`src/rtl/port_mux_map.vh`:
```
// constants for the port multiplexer and bank select block
// assumes a wishbone byte-wide register window, one register per word
// Notes on behaviour
// only one bank select active per cycle
// eprom selects cover 8000h to ffffh
// ram selects cover 2000h to 3fffh
// peripheral select covers 10c0h to 10ffh
// chip selects only in microcomputer mode
// external memories need three-state outputs
// both controls zero, dir zero: input
// both controls zero, dir one: output
// control two set selects function a/b
// function one set, two clear: undefined
// d1 d2 d5 no bus function microprocessor
// port a control ffh: data bus
// port b control ffh: low address
// port c control 7fh: high address
// config one bit four clear: waits
// reset fetches from internal memory
// disabled select output drives its data bit
// board pulls up chip select pins
// d control bits 0,1,2 select banks
// disable eprom selects from internal code
// clear ram selects before enabling another
// valid instruction follows bank switch
// select low only in mapped bus cycle
`ifndef PORT_MUX_MAP_VH
`define PORT_MUX_MAP_VH
// register indices (byte address is four times)
`define IDX_A_CTL1    16'h1020
`define IDX_A_CTL2    16'h1021
`define IDX_A_VAL     16'h1022
`define IDX_A_DIR     16'h1023
`define IDX_B_CTL1    16'h1024
`define IDX_B_CTL2    16'h1025
`define IDX_B_VAL     16'h1026
`define IDX_B_DIR     16'h1027
`define IDX_C_CTL1    16'h1028
`define IDX_C_CTL2    16'h1029
`define IDX_C_VAL     16'h102a
`define IDX_C_DIR     16'h102b
`define IDX_D_FN1     16'h102c
`define IDX_D_FN2     16'h102d
`define IDX_D_VAL     16'h102e
`define IDX_D_DIR     16'h102f
`define IDX_SYS_CFG0  16'h1010
`define IDX_SYS_CFG1  16'h1011
// field positions
`define CFG1_WAIT_BIT 4
`define D_RAM2_BIT    0
`define D_EPROM3_BIT  1
`define D_EPROM2_BIT  2
`define D_PERIPH_BIT  5
`define D_EPROM1_BIT  6
`define D_RAM1_BIT    7
// reset values
`define RST_REG8      8'h00
// address windows
`define EPROM_LO      16'h8000
`define EPROM_HI      16'hffff
`define RAM_LO        16'h2000
`define RAM_HI        16'h3fff
`define PERIPH_LO     16'h10c0
`define PERIPH_HI     16'h10ff
`endif

```
`src/rtl/port_mux_bank_select.v`:
```
// port pin multiplexing and external bank chip selects
// four byte ports, control registers on a wishbone window
// assumes a classic wishbone master and a cpu bus cycle from the core
// assumes the mode input is already settled in this clock domain
//
// Chosen here: register access over Wishbone.
`include "port_mux_map.vh"

module port_mux_bank_select (
  // clock and reset
  input  wire        sys_clk_i,
  input  wire        rstn_i,
  // wishbone slave
  input  wire        wb_cyc_i,
  input  wire        wb_stb_i,
  input  wire        wb_we_i,
  input  wire [15:0] wb_adr_i,
  input  wire [3:0]  wb_sel_i,
  input  wire [31:0] wb_dat_i,
  output reg  [31:0] wb_dat_o,
  output reg         wb_ack_o,
  // core external bus cycle
  input  wire        ext_cycle_i,
  input  wire        ext_write_i,
  input  wire [15:0] ext_addr_i,
  input  wire [7:0]  ext_wdata_i,
  input  wire        clkout_i,
  input  wire        micro_proc_mode_i,
  // pins of ports a to d
  input  wire [31:0] pin_in_i,
  output reg  [31:0] pin_out_o,
  output reg  [31:0] pin_oe_o,
  // to the core
  output reg  [7:0]  ext_rdata_o,
  output reg         wait_enable_o,
  output reg         boot_internal_o
);

  // ==========================================================
  // registers
  // ports a to c: control two, value, direction
  reg  [7:0]  a_ctl2_q;
  reg  [7:0]  a_val_q;
  reg  [7:0]  a_dir_q;
  reg  [7:0]  b_ctl2_q;
  reg  [7:0]  b_val_q;
  reg  [7:0]  b_dir_q;
  reg  [7:0]  c_ctl2_q;
  reg  [7:0]  c_val_q;
  reg  [7:0]  c_dir_q;
  // port d: two function selects, value, direction
  reg  [7:0]  d_fn1_q;
  reg  [7:0]  d_fn2_q;
  reg  [7:0]  d_val_q;
  reg  [7:0]  d_dir_q;
  // system configuration
  reg  [7:0]  cfg0_q;
  reg  [7:0]  cfg1_q;
  // pin synchroniser stages
  reg  [31:0] pin_meta_q;
  reg  [31:0] pin_sync_q;
  // next values of the registered outputs
  reg  [31:0] pin_out_d;
  reg  [31:0] pin_oe_d;
  reg  [7:0]  rd_d;

  // one store per request: ack high blocks a repeated write
  wire [15:0] idx = wb_adr_i >> 2;
  wire        wr  = wb_cyc_i & wb_stb_i & wb_we_i & wb_sel_i[0] & ~wb_ack_o;

  // ==========================================================
  // pin synchroniser
  always @(posedge sys_clk_i or negedge rstn_i) begin
    if (!rstn_i) begin
      pin_meta_q <= 32'h00000000;
      pin_sync_q <= 32'h00000000;
    end else begin
      pin_meta_q <= pin_in_i;
      pin_sync_q <= pin_meta_q;
    end
  end

  // ==========================================================
  // port a registers; reset leaves all pins as inputs in microcomputer mode
  always @(posedge sys_clk_i or negedge rstn_i) begin
    if (!rstn_i) begin
      a_ctl2_q <= `RST_REG8;
      a_val_q  <= `RST_REG8;
      a_dir_q  <= `RST_REG8;
    end else if (wr) begin
      case (idx)
        `IDX_A_CTL2: a_ctl2_q <= wb_dat_i[7:0];
        `IDX_A_VAL:  a_val_q  <= wb_dat_i[7:0];
        `IDX_A_DIR:  a_dir_q  <= wb_dat_i[7:0];
        default: ;
      endcase
    end
  end

  // ==========================================================
  // port b registers
  always @(posedge sys_clk_i or negedge rstn_i) begin
    if (!rstn_i) begin
      b_ctl2_q <= `RST_REG8;
      b_val_q  <= `RST_REG8;
      b_dir_q  <= `RST_REG8;
    end else if (wr) begin
      case (idx)
        `IDX_B_CTL2: b_ctl2_q <= wb_dat_i[7:0];
        `IDX_B_VAL:  b_val_q  <= wb_dat_i[7:0];
        `IDX_B_DIR:  b_dir_q  <= wb_dat_i[7:0];
        default: ;
      endcase
    end
  end

  // ==========================================================
  // port c registers
  always @(posedge sys_clk_i or negedge rstn_i) begin
    if (!rstn_i) begin
      c_ctl2_q <= `RST_REG8;
      c_val_q  <= `RST_REG8;
      c_dir_q  <= `RST_REG8;
    end else if (wr) begin
      case (idx)
        `IDX_C_CTL2: c_ctl2_q <= wb_dat_i[7:0];
        `IDX_C_VAL:  c_val_q  <= wb_dat_i[7:0];
        `IDX_C_DIR:  c_dir_q  <= wb_dat_i[7:0];
        default: ;
      endcase
    end
  end

  // ==========================================================
  // port d registers; selects stay off until software sets them
  always @(posedge sys_clk_i or negedge rstn_i) begin
    if (!rstn_i) begin
      d_fn1_q <= `RST_REG8;
      d_fn2_q <= `RST_REG8;
      d_val_q <= `RST_REG8;
      d_dir_q <= `RST_REG8;
    end else if (wr) begin
      case (idx)
        `IDX_D_FN1: d_fn1_q <= wb_dat_i[7:0];
        `IDX_D_FN2: d_fn2_q <= wb_dat_i[7:0];
        `IDX_D_VAL: d_val_q <= wb_dat_i[7:0];
        `IDX_D_DIR: d_dir_q <= wb_dat_i[7:0];
        default: ;
      endcase
    end
  end

  // ==========================================================
  // system configuration; bit four clear after reset
  always @(posedge sys_clk_i or negedge rstn_i) begin
    if (!rstn_i) begin
      cfg0_q <= `RST_REG8;
      cfg1_q <= `RST_REG8;
    end else if (wr) begin
      case (idx)
        `IDX_SYS_CFG0: cfg0_q <= wb_dat_i[7:0];
        `IDX_SYS_CFG1: cfg1_q <= wb_dat_i[7:0];
        default: ;
      endcase
    end
  end

  // ==========================================================
  // address decode of the current external cycle
  wire in_eprom  = (ext_addr_i >= `EPROM_LO);
  wire in_ram    = (ext_addr_i >= `RAM_LO) && (ext_addr_i <= `RAM_HI);
  wire in_periph = (ext_addr_i >= `PERIPH_LO) &&
                   (ext_addr_i <= `PERIPH_HI);

  // one bank per type wins by fixed priority, so only one select fires
  wire e1 = d_fn2_q[`D_EPROM1_BIT];
  wire e2 = d_fn2_q[`D_EPROM2_BIT] & ~e1;
  wire e3 = d_fn2_q[`D_EPROM3_BIT] & ~e1 & ~d_fn2_q[`D_EPROM2_BIT];
  wire r1 = d_fn2_q[`D_RAM1_BIT];
  wire r2 = d_fn2_q[`D_RAM2_BIT] & ~r1;

  // active-low selects, high outside a mapped cycle
  wire cs_e1 = ~(ext_cycle_i & in_eprom & e1);
  wire cs_e2 = ~(ext_cycle_i & in_eprom & e2);
  wire cs_e3 = ~(ext_cycle_i & in_eprom & e3);
  wire cs_r1 = ~(ext_cycle_i & in_ram & r1);
  wire cs_r2 = ~(ext_cycle_i & in_ram & r2);
  wire cs_pf = ~(ext_cycle_i & in_periph);
  wire strobe_n = ~ext_cycle_i;

  // ==========================================================
  // per-pin function choice
  integer i;
  reg [7:0] fa_d, fb_d;
  reg       fen_d;
  always @* begin
    pin_out_d = 32'h00000000;
    pin_oe_d  = 32'h00000000;
    fa_d      = 8'h00;
    fb_d      = 8'h00;
    fen_d     = 1'b0;
    // port a: data bus drives on writes only
    for (i = 0; i < 8; i = i + 1) begin
      if (a_ctl2_q[i] | micro_proc_mode_i) begin
        pin_out_d[i] = ext_wdata_i[i];
        pin_oe_d[i]  = ext_cycle_i & ext_write_i;
      end else begin
        pin_out_d[i] = a_val_q[i];
        pin_oe_d[i]  = a_dir_q[i];
      end
    end
    // ports b and c: address bus
    for (i = 0; i < 8; i = i + 1) begin
      if (b_ctl2_q[i] | micro_proc_mode_i) begin
        pin_out_d[8+i] = ext_addr_i[i];
        pin_oe_d[8+i]  = 1'b1;
      end else begin
        pin_out_d[8+i] = b_val_q[i];
        pin_oe_d[8+i]  = b_dir_q[i];
      end
      if (c_ctl2_q[i] | micro_proc_mode_i) begin
        pin_out_d[16+i] = ext_addr_i[8+i];
        pin_oe_d[16+i]  = 1'b1;
      end else begin
        pin_out_d[16+i] = c_val_q[i];
        pin_oe_d[16+i]  = c_dir_q[i];
      end
    end
    // port d: function a and b signals
    // function a: bit 0 ram bank 2 select
    //             bit 1 eprom bank 3 select
    //             bit 2 eprom bank 2 select
    //             bit 3 clock out
    //             bit 4 read/write, low on writes
    //             bit 5 peripheral select
    //             bit 6 eprom bank 1 select
    //             bit 7 ram bank 1 select
    // function b: bit 0 low, bit 6 access strobe, bit 7 high
    // pins 1 2 5 have no function b and stay general i/o
    // a select pin that is not a function shows its value bit,
    // so a preset one keeps the bank deselected
    fa_d = {cs_r1, cs_e1, cs_pf, ~ext_write_i, clkout_i, cs_e2, cs_e3, cs_r2};
    fb_d = {1'b1, strobe_n, 1'b1, ~ext_write_i, clkout_i, 1'b1, 1'b1, 1'b0};
    for (i = 0; i < 8; i = i + 1) begin
      fen_d = 1'b0;
      if (micro_proc_mode_i) begin
        // no selects; d1 d2 d5 stay general purpose
        fen_d = (i != 1) && (i != 2) && (i != 5);
        pin_out_d[24+i] = fen_d ? fb_d[i] : d_val_q[i];
      end else if (d_fn2_q[i]) begin
        fen_d = (d_fn1_q[i] == 1'b0) || ((i != 1) && (i != 2) && (i != 5));
        pin_out_d[24+i] = d_fn1_q[i] ? fb_d[i] : fa_d[i];
      end else begin
        pin_out_d[24+i] = d_val_q[i];
      end
      // pins 1 2 5 in function b fall back to general i/o
      if (!fen_d) begin
        pin_out_d[24+i] = d_val_q[i];
      end
      pin_oe_d[24+i] = fen_d ? 1'b1 : d_dir_q[i];
    end
  end

  // ==========================================================
  // register read mux; value registers read pin level
  always @* begin
    case (idx)
      `IDX_A_CTL2:   rd_d = a_ctl2_q;
      `IDX_A_VAL:    rd_d = pin_sync_q[7:0];
      `IDX_A_DIR:    rd_d = a_dir_q;
      `IDX_B_CTL2:   rd_d = b_ctl2_q;
      `IDX_B_VAL:    rd_d = pin_sync_q[15:8];
      `IDX_B_DIR:    rd_d = b_dir_q;
      `IDX_C_CTL2:   rd_d = c_ctl2_q;
      `IDX_C_VAL:    rd_d = pin_sync_q[23:16];
      `IDX_C_DIR:    rd_d = c_dir_q;
      `IDX_D_FN1:    rd_d = d_fn1_q;
      `IDX_D_FN2:    rd_d = d_fn2_q;
      `IDX_D_VAL:    rd_d = pin_sync_q[31:24];
      `IDX_D_DIR:    rd_d = d_dir_q;
      `IDX_SYS_CFG0: rd_d = cfg0_q;
      `IDX_SYS_CFG1: rd_d = cfg1_q;
      default:       rd_d = 8'h00;
    endcase
  end

  // ==========================================================
  // bus answer: one-cycle ack with read data beside it
  always @(posedge sys_clk_i or negedge rstn_i) begin
    if (!rstn_i) begin
      wb_ack_o <= 1'b0;
      wb_dat_o <= 32'h00000000;
    end else begin
      wb_ack_o <= wb_cyc_i & wb_stb_i & ~wb_ack_o;
      wb_dat_o <= {24'h000000, rd_d};
    end
  end

  // ==========================================================
  // registered pins; reset releases every pin
  always @(posedge sys_clk_i or negedge rstn_i) begin
    if (!rstn_i) begin
      pin_out_o <= 32'h00000000;
      pin_oe_o  <= 32'h00000000;
    end else begin
      pin_out_o <= pin_out_d;
      pin_oe_o  <= pin_oe_d;
    end
  end

  // ==========================================================
  // outputs to the core
  always @(posedge sys_clk_i or negedge rstn_i) begin
    if (!rstn_i) begin
      ext_rdata_o     <= 8'h00;
      wait_enable_o   <= 1'b1;
      boot_internal_o <= 1'b1;
    end else begin
      ext_rdata_o     <= pin_sync_q[7:0];
      wait_enable_o   <= ~cfg1_q[`CFG1_WAIT_BIT];
      boot_internal_o <= 1'b1;
    end
  end

endmodule

```
`config.mk`:
```
export PLATFORM = sky130hd
export DESIGN_NAME = port_mux_bank_select
export DESIGN_NICKNAME = d
export VERILOG_FILES = /design/src/rtl/port_mux_bank_select.v
export VERILOG_INCLUDE_DIRS = /design/src /design/src/rtl
export SDC_FILE = /design/constraint.sdc
export NUM_CORES = 1
export LEC_CHECK = 0
export ABC_AREA = 1
export BUFFER_PORTS_ARGS = -buffer_cell sky130_fd_sc_hd__buf_2
export CAP_MARGIN = 40
export CORE_ASPECT_RATIO = 1.75
export CORE_UTILIZATION = 55
export DETAILED_ROUTE_END_ITERATION = 12
export GPL_ROUTABILITY_DRIVEN = 0
export PLACE_DENSITY = 0.89
export REMOVE_ABC_BUFFERS = 1
export SLEW_MARGIN = 40
export SYNTH_ARGS = -nofsm -noshare
export SYNTH_HDL_FRONTEND = slang
export SYNTH_SLANG_ARGS = --single-unit
```
`constraint.sdc`:
```
create_clock -name sys_clk_i -period 2.2 [get_ports sys_clk_i]
set_clock_uncertainty 0.15 [all_clocks]
set_input_delay 0.22 -clock sys_clk_i [delete_from_list [all_inputs] [get_ports sys_clk_i]]
set_output_delay 0.22 -clock sys_clk_i [all_outputs]
set_load 0.01 [all_outputs]
```
==> results of run 1 <==
## area by class of cell
type,instances,area (µm²)
clock buffers,31,646
clock inverters,7,139
fillers,1261,5930
inverters,98,368
multi-input cells,684,3410
flip-flops and latches,266,6660
well taps,241,302
repair buffers,251,1740
## routing by layer
layer | vias up | track usage, % | routed length, µm
li1 | 3922 | - | -
met1 | 4184 | 37.0 | 10100
met2 | 611 | 52.5 | 15200
met3 | 155 | 4.94 | 2610
met4 | 0 | 22.0 | 2260
met5 | - | 0 | 0
## worst paths after layout
check | cells after the start | to | from | slack (ns)
max reg2reg | 6 | cfg1_q[7] | wb_ack_o | 0.38
max | 6 | cfg1_q[7] | wb_ack_o | 0.38
min | 4 | a_dir_q[1] | wb_dat_i[1] | 0.06
min reg2reg | 0 | pin_sync_q[16] | pin_meta_q[16] | 0.20
max in group asynchronous | 3 | a_dir_q[2] | rstn_i | 1.07
min in group asynchronous | 2 | pin_sync_q[15] | rstn_i | 0.10
## Yosys cell counts, types with 3 or more instances
master	count	area [µm²]
sky130_fd_sc_hd__buf_2	12	60.1
sky130_fd_sc_hd__buf_4	34	255
sky130_fd_sc_hd__buf_6	9	101
sky130_fd_sc_hd__clkbuf_1	11	41.3
sky130_fd_sc_hd__dfrtp_1	265	6630
sky130_fd_sc_hd__inv_1	97	364
sky130_fd_sc_hd__mux2_2	21	236
sky130_fd_sc_hd__nand2_1	264	991
sky130_fd_sc_hd__nand3_1	131	656
sky130_fd_sc_hd__nand3_2	3	30.0
sky130_fd_sc_hd__nand3_4	12	210
sky130_fd_sc_hd__nand3b_1	3	22.5
sky130_fd_sc_hd__nor2_1	55	206
sky130_fd_sc_hd__nor2_2	8	50.1
sky130_fd_sc_hd__nor2_4	10	113
sky130_fd_sc_hd__nor3_1	4	20.0
sky130_fd_sc_hd__o21ai_0	56	280
sky130_fd_sc_hd__o21ai_1	80	400
## state kept, by name (all words and copies together) (netlist names), 32 cells and up
| name | count |
|---|---|
| pin_meta_q | 32 |
| pin_oe_o | 32 |
| pin_out_o | 32 |
| pin_sync_q | 32 |
## worst min-delay path: cells and delay by family
kind	cells	cell delay, ns
buffers and inverters	3	0.31
AOI/OAI and AO/OA	1	0.14
## cell families after synthesis
family          Yosys count
buf+inv                 166
flops                   266
simple gates            499
compound gates          139
mux                      21
other cells               2
## power groups by stage
stage / Combinational, mW / Sequential, mW / Clock (mW)
6_report: 0.636 / 5.05 / 4.23
5_1_grt: 0.688 / 5.06 / 4.45
4_1_cts: 0.624 / 5.05 / 4.24
3_5_place_dp: 0.533 / 5.14 / 0
3_3_place_gp: 0.519 / 5.14 / 0
2_1_floorplan: 0.144 / 5.16 / 0
## timing repair
action	4_1_cts	5_1_grt
gates resized for setup	0	0
setup endpoints to repair	0	0
endpoints found under the hold margin	311	0
hold buffers	63	0
## stage by stage
step	util (%)	hold WS, ns	total power, mW
5_1_grt	69.1	0.0708	10.2
3_5_place_dp	61.7	0.0706	5.68
3_3_place_gp	61.7	0.0636	5.66
2_1_floorplan	-	-0.226	5.31
4_1_cts	69.1	0.0493	9.91
6_report	69.1	0.0563	9.92
==> flow_metrics.env, run 1 <==
export IMPL_run_status="finished, final reports clean"
export IMPL_post_drt_via_cell_ratio=5.62
export IMPL_chipWidth_um=108
export IMPL_post_synth_and_or_nand_nor_area_fraction_pct=22.0
export IMPL_fp_row_count=67
export IMPL_number_of_clock_sinks_seen_by_cts=266
export IMPL_synthesis_area_mm2=0.0108
export IMPL_cts_buffers=23
export IMPL_share_seq_of_total_power_pct=50.9
export IMPL_clk_pin_slew_worst_paths_ns=0.07
export IMPL_min_delay_path_class="in2reg"
export IMPL_layout_cells_most_common_list="sky130_fd_sc_hd__dfrtp_1, sky130_fd_sc_hd__nand2_1, sky130_fd_sc_hd__buf_2"
export IMPL_peakVddDrop_mv=0.670
export IMPL_first_global_vias=9140
export IMPL_final_layout_size_suffix_gt1_share_pct=21.2
export IMPL_final_antenna_net_count=0
export IMPL_yosys_warnings=0
export IMPL_path_max_fanout=16
export IMPL_path_cells="nor2_2 -> and3_1 -> buf_12 -> nand3_2 -> nand2_1 -> o21ai_1"
export IMPL_top_level_ports=224
export IMPL_worstSetupStartpointType="flop"
export IMPL_report_final_slew_viol_count=0
export IMPL_worst_slew_pin_transition_ns=0.840
export IMPL_post_cts_buffers=0
export IMPL_antenna_found_initial=0
export IMPL_synth_compound_gate_area_share_pct=6.45
export IMPL_maximum_number_of_pins_on_one_net_before_global_route_repair=70
export IMPL_xor_xnor_fraction_of_synth_area_pct=0
export IMPL_critical_path_class="reg2reg"
export IMPL_layout_cells_non_filler=1578
export IMPL_sw_frac_of_total_pct=21.6
export IMPL_dp_hpwl_mm=19.3
export IMPL_synthArstFlopShare_pct=100
export IMPL_deepest_level_of_the_cts_h_tree=1
export IMPL_leakagePower_nw=6.63
export IMPL_setup_viol=0
export IMPL_post_dp_cell_area_mm2=0.0119
export IMPL_pre_cts_ws_ns=0.121
export IMPL_synth_edf_count=0
export IMPL_num_nets_final=1441
export IMPL_grt_setup_unrepaired="no"
export IMPL_clockPowerShare_pct=42.7
export IMPL_max_freq_mhz=551
export IMPL_finalWorstSetupSlack_ns=0.384
export IMPL_diodes=0
export IMPL_net_switching_power_mw=2.15
export IMPL_synth_area_per_cell_um2=9.92
export IMPL_starting_density_of_the_core_pct=56.5
export IMPL_crit_path_max_incr_delay_ns=0.39
export IMPL_floorplan_die_area_mm2=0.0203
export IMPL_seq_area_frac_synth_pct=61.4
export IMPL_period_needed_ns=1.82
export IMPL_grt_pass1_wl_mm=48.2
export IMPL_vias=8872
export IMPL_required_ns=2.42
export IMPL_synth_mux_area_share_pct=2.18
export IMPL_p_int_mw=7.77
export IMPL_critPathCaptureType="flop"
export IMPL_ctsRootBufferMaster="sky130_fd_sc_hd__clkbuf_16"
export IMPL_port_buffer_count=169
export IMPL_commonest_non_fill_non_tap_cell_in_the_layout="sky130_fd_sc_hd__dfrtp_1"
export IMPL_drcViolationCount=0
export IMPL_drt_wl_total_mm=30.3
export IMPL_drtPass1Iterations=6
export IMPL_layout_area_overhead_vs_synth_pct=22.3
export IMPL_path_delay_family="simple AND/OR/NAND/NOR gates"
export IMPL_worst_slew_margin_rel_pct=43.9
export IMPL_coreArea_mm2=0.0192
export IMPL_critical_path_slowest_cell="sky130_fd_sc_hd__dfrtp_1"
export IMPL_insertion_delay_of_the_later_clocked_pin_in_the_worst_skew_pair_ns=0.52
export IMPL_layout_cell_area_non_filler_mm2=0.0133
export IMPL_final_hold_viol_count=0
export IMPL_crit_arrival_ns=2.03
export IMPL_grt_util_all_layers_pct=31.6
export IMPL_tns_ns=0
export IMPL_globalRoute_totalOverflow=0
export IMPL_ys_types=32
export IMPL_fp_dieH_um=188
export IMPL_synth_fa_ha_area_share_pct=0
export IMPL_p_per_area_mw_per_mm2=748
export IMPL_pwr_share_comb_pct=6.4
export IMPL_postSynthRegisterBits=266
export IMPL_final_period_utilization_pct=82.5
export IMPL_postSynthCellCount=1093
export IMPL_worst_path_buf_inv=1
export IMPL_cap_viol_max_count=0
export IMPL_synthFlopType="sky130_fd_sc_hd__dfrtp_1"
export IMPL_routedWlPerCell_um=19.2
export IMPL_tritoncts="done"
export IMPL_max_clock_path_buffers=3
export IMPL_initial_drc_count=1007
export IMPL_placedCellCount=1477
export IMPL_synth_top_family_by_area="simple AND/OR/NAND/NOR gates"
No activity file was read; power rests on OpenSTA's default activity.
==> inputs of run 2 (changes only) <==
==> constraint.sdc (replaced) <==
create_clock -name sys_clk_i -period 1.8 [get_ports sys_clk_i]
set_clock_uncertainty 0.15 [all_clocks]
set_input_delay 0.18 -clock sys_clk_i [delete_from_list [all_inputs] [get_ports sys_clk_i]]
set_output_delay 0.18 -clock sys_clk_i [all_outputs]
set_load 0.01 [all_outputs]
==> run 2 against run 1 <==
Against the previous run:
- global-route usage fell by 0.19 points
- register-to-register slack got worse by 0.32 ns
- sequential share of layout area fell by 0.64 points
- clock-buffer cell count rose by 2
- sequential power rose by 22%
- non-clock buffer count rose by 23
- combinational power rose by 26%
- largest cell class unchanged
- flip-flop and latch count did not move
- first-iteration DRC count rose by 4.0%
==> flow_metrics.env, run 2 (synthesis results as in run 1) <==
export IMPL_worst_slew_margin_rel_pct=66.4
export IMPL_min_delay_path_class="in2reg"
export IMPL_placedCellCount=1496
export IMPL_tritoncts="done"
export IMPL_layout_area_overhead_vs_synth_pct=23.9
export IMPL_worst_setup_path_endpoint="c_dir_q[6]"
export IMPL_report_final_slew_viol_count=0
export IMPL_max_clock_path_buffers=3
export IMPL_final_antenna_net_count=0
export IMPL_required_ns=2.04
export IMPL_initial_drc_count=1047
export IMPL_layout_cells_non_filler=1602
export IMPL_period_needed_ns=1.74
export IMPL_maximum_number_of_pins_on_one_net_before_global_route_repair=59
export IMPL_fp_row_count=67
export IMPL_layout_cells_most_common_list="sky130_fd_sc_hd__dfrtp_1, sky130_fd_sc_hd__nand2_1, sky130_fd_sc_hd__buf_2"
export IMPL_clockPowerShare_pct=41.3
export IMPL_num_nets_final=1464
export IMPL_worst_slew_pin_transition_ns=0.505
export IMPL_finish_utilization_pct=70.0
export IMPL_final_hold_worst_slack_ns=0.0235
export IMPL_final_hold_viol_count=0
export IMPL_insertion_delay_of_the_later_clocked_pin_in_the_worst_skew_pair_ns=0.52
export IMPL_run_status="finished, final reports clean"
export IMPL_critPathCaptureType="flop"
export IMPL_cts_buffers=23
export IMPL_critical_path_class="reg2reg"
export IMPL_dp_hpwl_mm=19.6
export IMPL_pwr_share_comb_pct=6.7
export IMPL_final_period_utilization_pct=96.5
export IMPL_fp_dieH_um=188
export IMPL_cap_viol_max_count=0
export IMPL_antenna_found_initial=0
export IMPL_vias=8985
export IMPL_top_level_ports=224
export IMPL_total_power_mw=11.9
export IMPL_grt_pass1_wl_mm=47.8
export IMPL_peakVddDrop_mv=0.856
export IMPL_globalRoute_totalOverflow=0
export IMPL_ctsRootBufferMaster="sky130_fd_sc_hd__clkbuf_16"
export IMPL_drtPass1Iterations=7
export IMPL_drt_wl_total_mm=31.0
export IMPL_crit_arrival_ns=1.97
export IMPL_share_seq_of_total_power_pct=52.0
export IMPL_n_fill_cell=1224
export IMPL_hold_path_startpoint="wb_dat_i[0]"
export IMPL_post_drt_via_cell_ratio=5.61
export IMPL_deepest_level_of_the_cts_h_tree=1
export IMPL_starting_density_of_the_core_pct=56.5
export IMPL_setup_viol=0
export IMPL_routedWlPerCell_um=19.4
export IMPL_floorplan_die_area_mm2=0.0203
export IMPL_port_buffer_count=169
export IMPL_drcViolationCount=0
export IMPL_path_max_fanout=16
export IMPL_ff2ff_path_depth=6
export IMPL_commonest_non_fill_non_tap_cell_in_the_layout="sky130_fd_sc_hd__dfrtp_1"
export IMPL_diodes=0
export IMPL_final_layout_size_suffix_gt1_share_pct=22.2
export IMPL_max_freq_mhz=576
export IMPL_grt_util_all_layers_pct=31.5
export IMPL_r2r_start="wb_ack_o"
export IMPL_net_switching_power_mw=2.67
export IMPL_worstSetupStartpointType="flop"
export IMPL_first_global_vias=9219
export IMPL_leakagePower_nw=6.73
export IMPL_timing_rr_end="c_dir_q[6]"
export IMPL_number_of_clock_sinks_seen_by_cts=266
export IMPL_setup_reg_to_reg_worst_slack_ns=0.06
export IMPL_chipWidth_um=108
export IMPL_clk_pin_slew_worst_paths_ns=0.07
export IMPL_coreArea_mm2=0.0192
export IMPL_p_per_area_mw_per_mm2=885
export IMPL_critical_path_startpoint="wb_ack_o"
export IMPL_sw_frac_of_total_pct=22.5
export IMPL_p_int_mw=9.22
run 2: changes by cell type in the layout (fill, tap and decap cells not counted), moves of 2 or more:
cell and change:
sky130_fd_sc_hd__dlygate4sd3_1 +4, sky130_fd_sc_hd__clkbuf_1 +3, sky130_fd_sc_hd__nand3_4 +3, sky130_fd_sc_hd__bufinv_16 -2, sky130_fd_sc_hd__o21ai_0 -2, sky130_fd_sc_hd__buf_4 +18, sky130_fd_sc_hd__nand3_2 -3
run 2: metrics by stage:
| step | setup TNS, ns | setup WS [ns] | cell area (µm²) |
|---|---|---|---|
| floorplan | -58.71 | -0.631 | 10400 |
| global placement | 0 | 0.0487 | 12000 |
| detailed placement | -0.00145 | -0.00145 | 12000 |
| CTS | 0 | 0.0449 | 13400 |
| global route | -0.00153 | -0.00153 | 13400 |
| finish | 0 | 0.0637 | 13400 |
run 2: worst min path at each step:
stage | end | slack [ns] | depth (start not counted)
2_1_floorplan | a_ctl2_q[0] | -0.27 | 0
3_3_place_gp | wb_ack_o | -0.0004 | 1
3_5_place_dp | wb_ack_o | 0.005 | 1
4_1_cts | a_dir_q[4] | 0.008 | 4
5_1_grt | c_ctl2_q[4] | 0.03 | 4
6_report | c_ctl2_q[0] | 0.02 | 4
run 2: power groups by stage:
stage	registers (mW)	clock network, mW	logic [mW]
floorplan	6.31	0	0.176
global placement	6.28	0	0.649
detailed placement	6.28	0	0.668
CTS	6.17	4.89	0.784
global route	6.18	5.13	0.861
finish	6.18	4.91	0.800
run 2: layout make-up:
class                           instances  area [µm²]  share of cell area [%]
Sequential cell                       266        6660                    49.6
Multi-Input combinational cell        684        3440                    25.6
Timing Repair Buffer                  274        1940                    14.4
Clock buffer                           33         643                    4.79
Inverter                               98         368                    2.74
Tap cell                              241         302                    2.24
Clock inverter                          6        87.6                   0.652
run 2: layer usage:
metal / share of wire (%) / vias to the layer above / global-route usage, %
met5: 0 / - / 0
met3: 9.0 / 182 / 6.15
met2: 50 / 606 / 51.4
met4: 8.6 / 0 / 25.4
li1: - / 3964 / -
met1: 33 / 4233 / 35.2
run 2: worst max-delay path, stage by stage (launching register included):
cell and delay [ns]:
sky130_fd_sc_hd__dfrtp_1 0.39, sky130_fd_sc_hd__nor2_2 0.13, sky130_fd_sc_hd__and3_1 0.22, sky130_fd_sc_hd__buf_12 0.23, sky130_fd_sc_hd__nand3_4 0.24, sky130_fd_sc_hd__nand2_1 0.14
sky130_fd_sc_hd__o21ai_1 0.08
run 2: repair_timing:
action	CTS	global route
resized for setup	0	7
setup endpoints to repair	0	22
buffers inserted	0	0
hold endpoints to repair	335	0
hold buffers	67	0
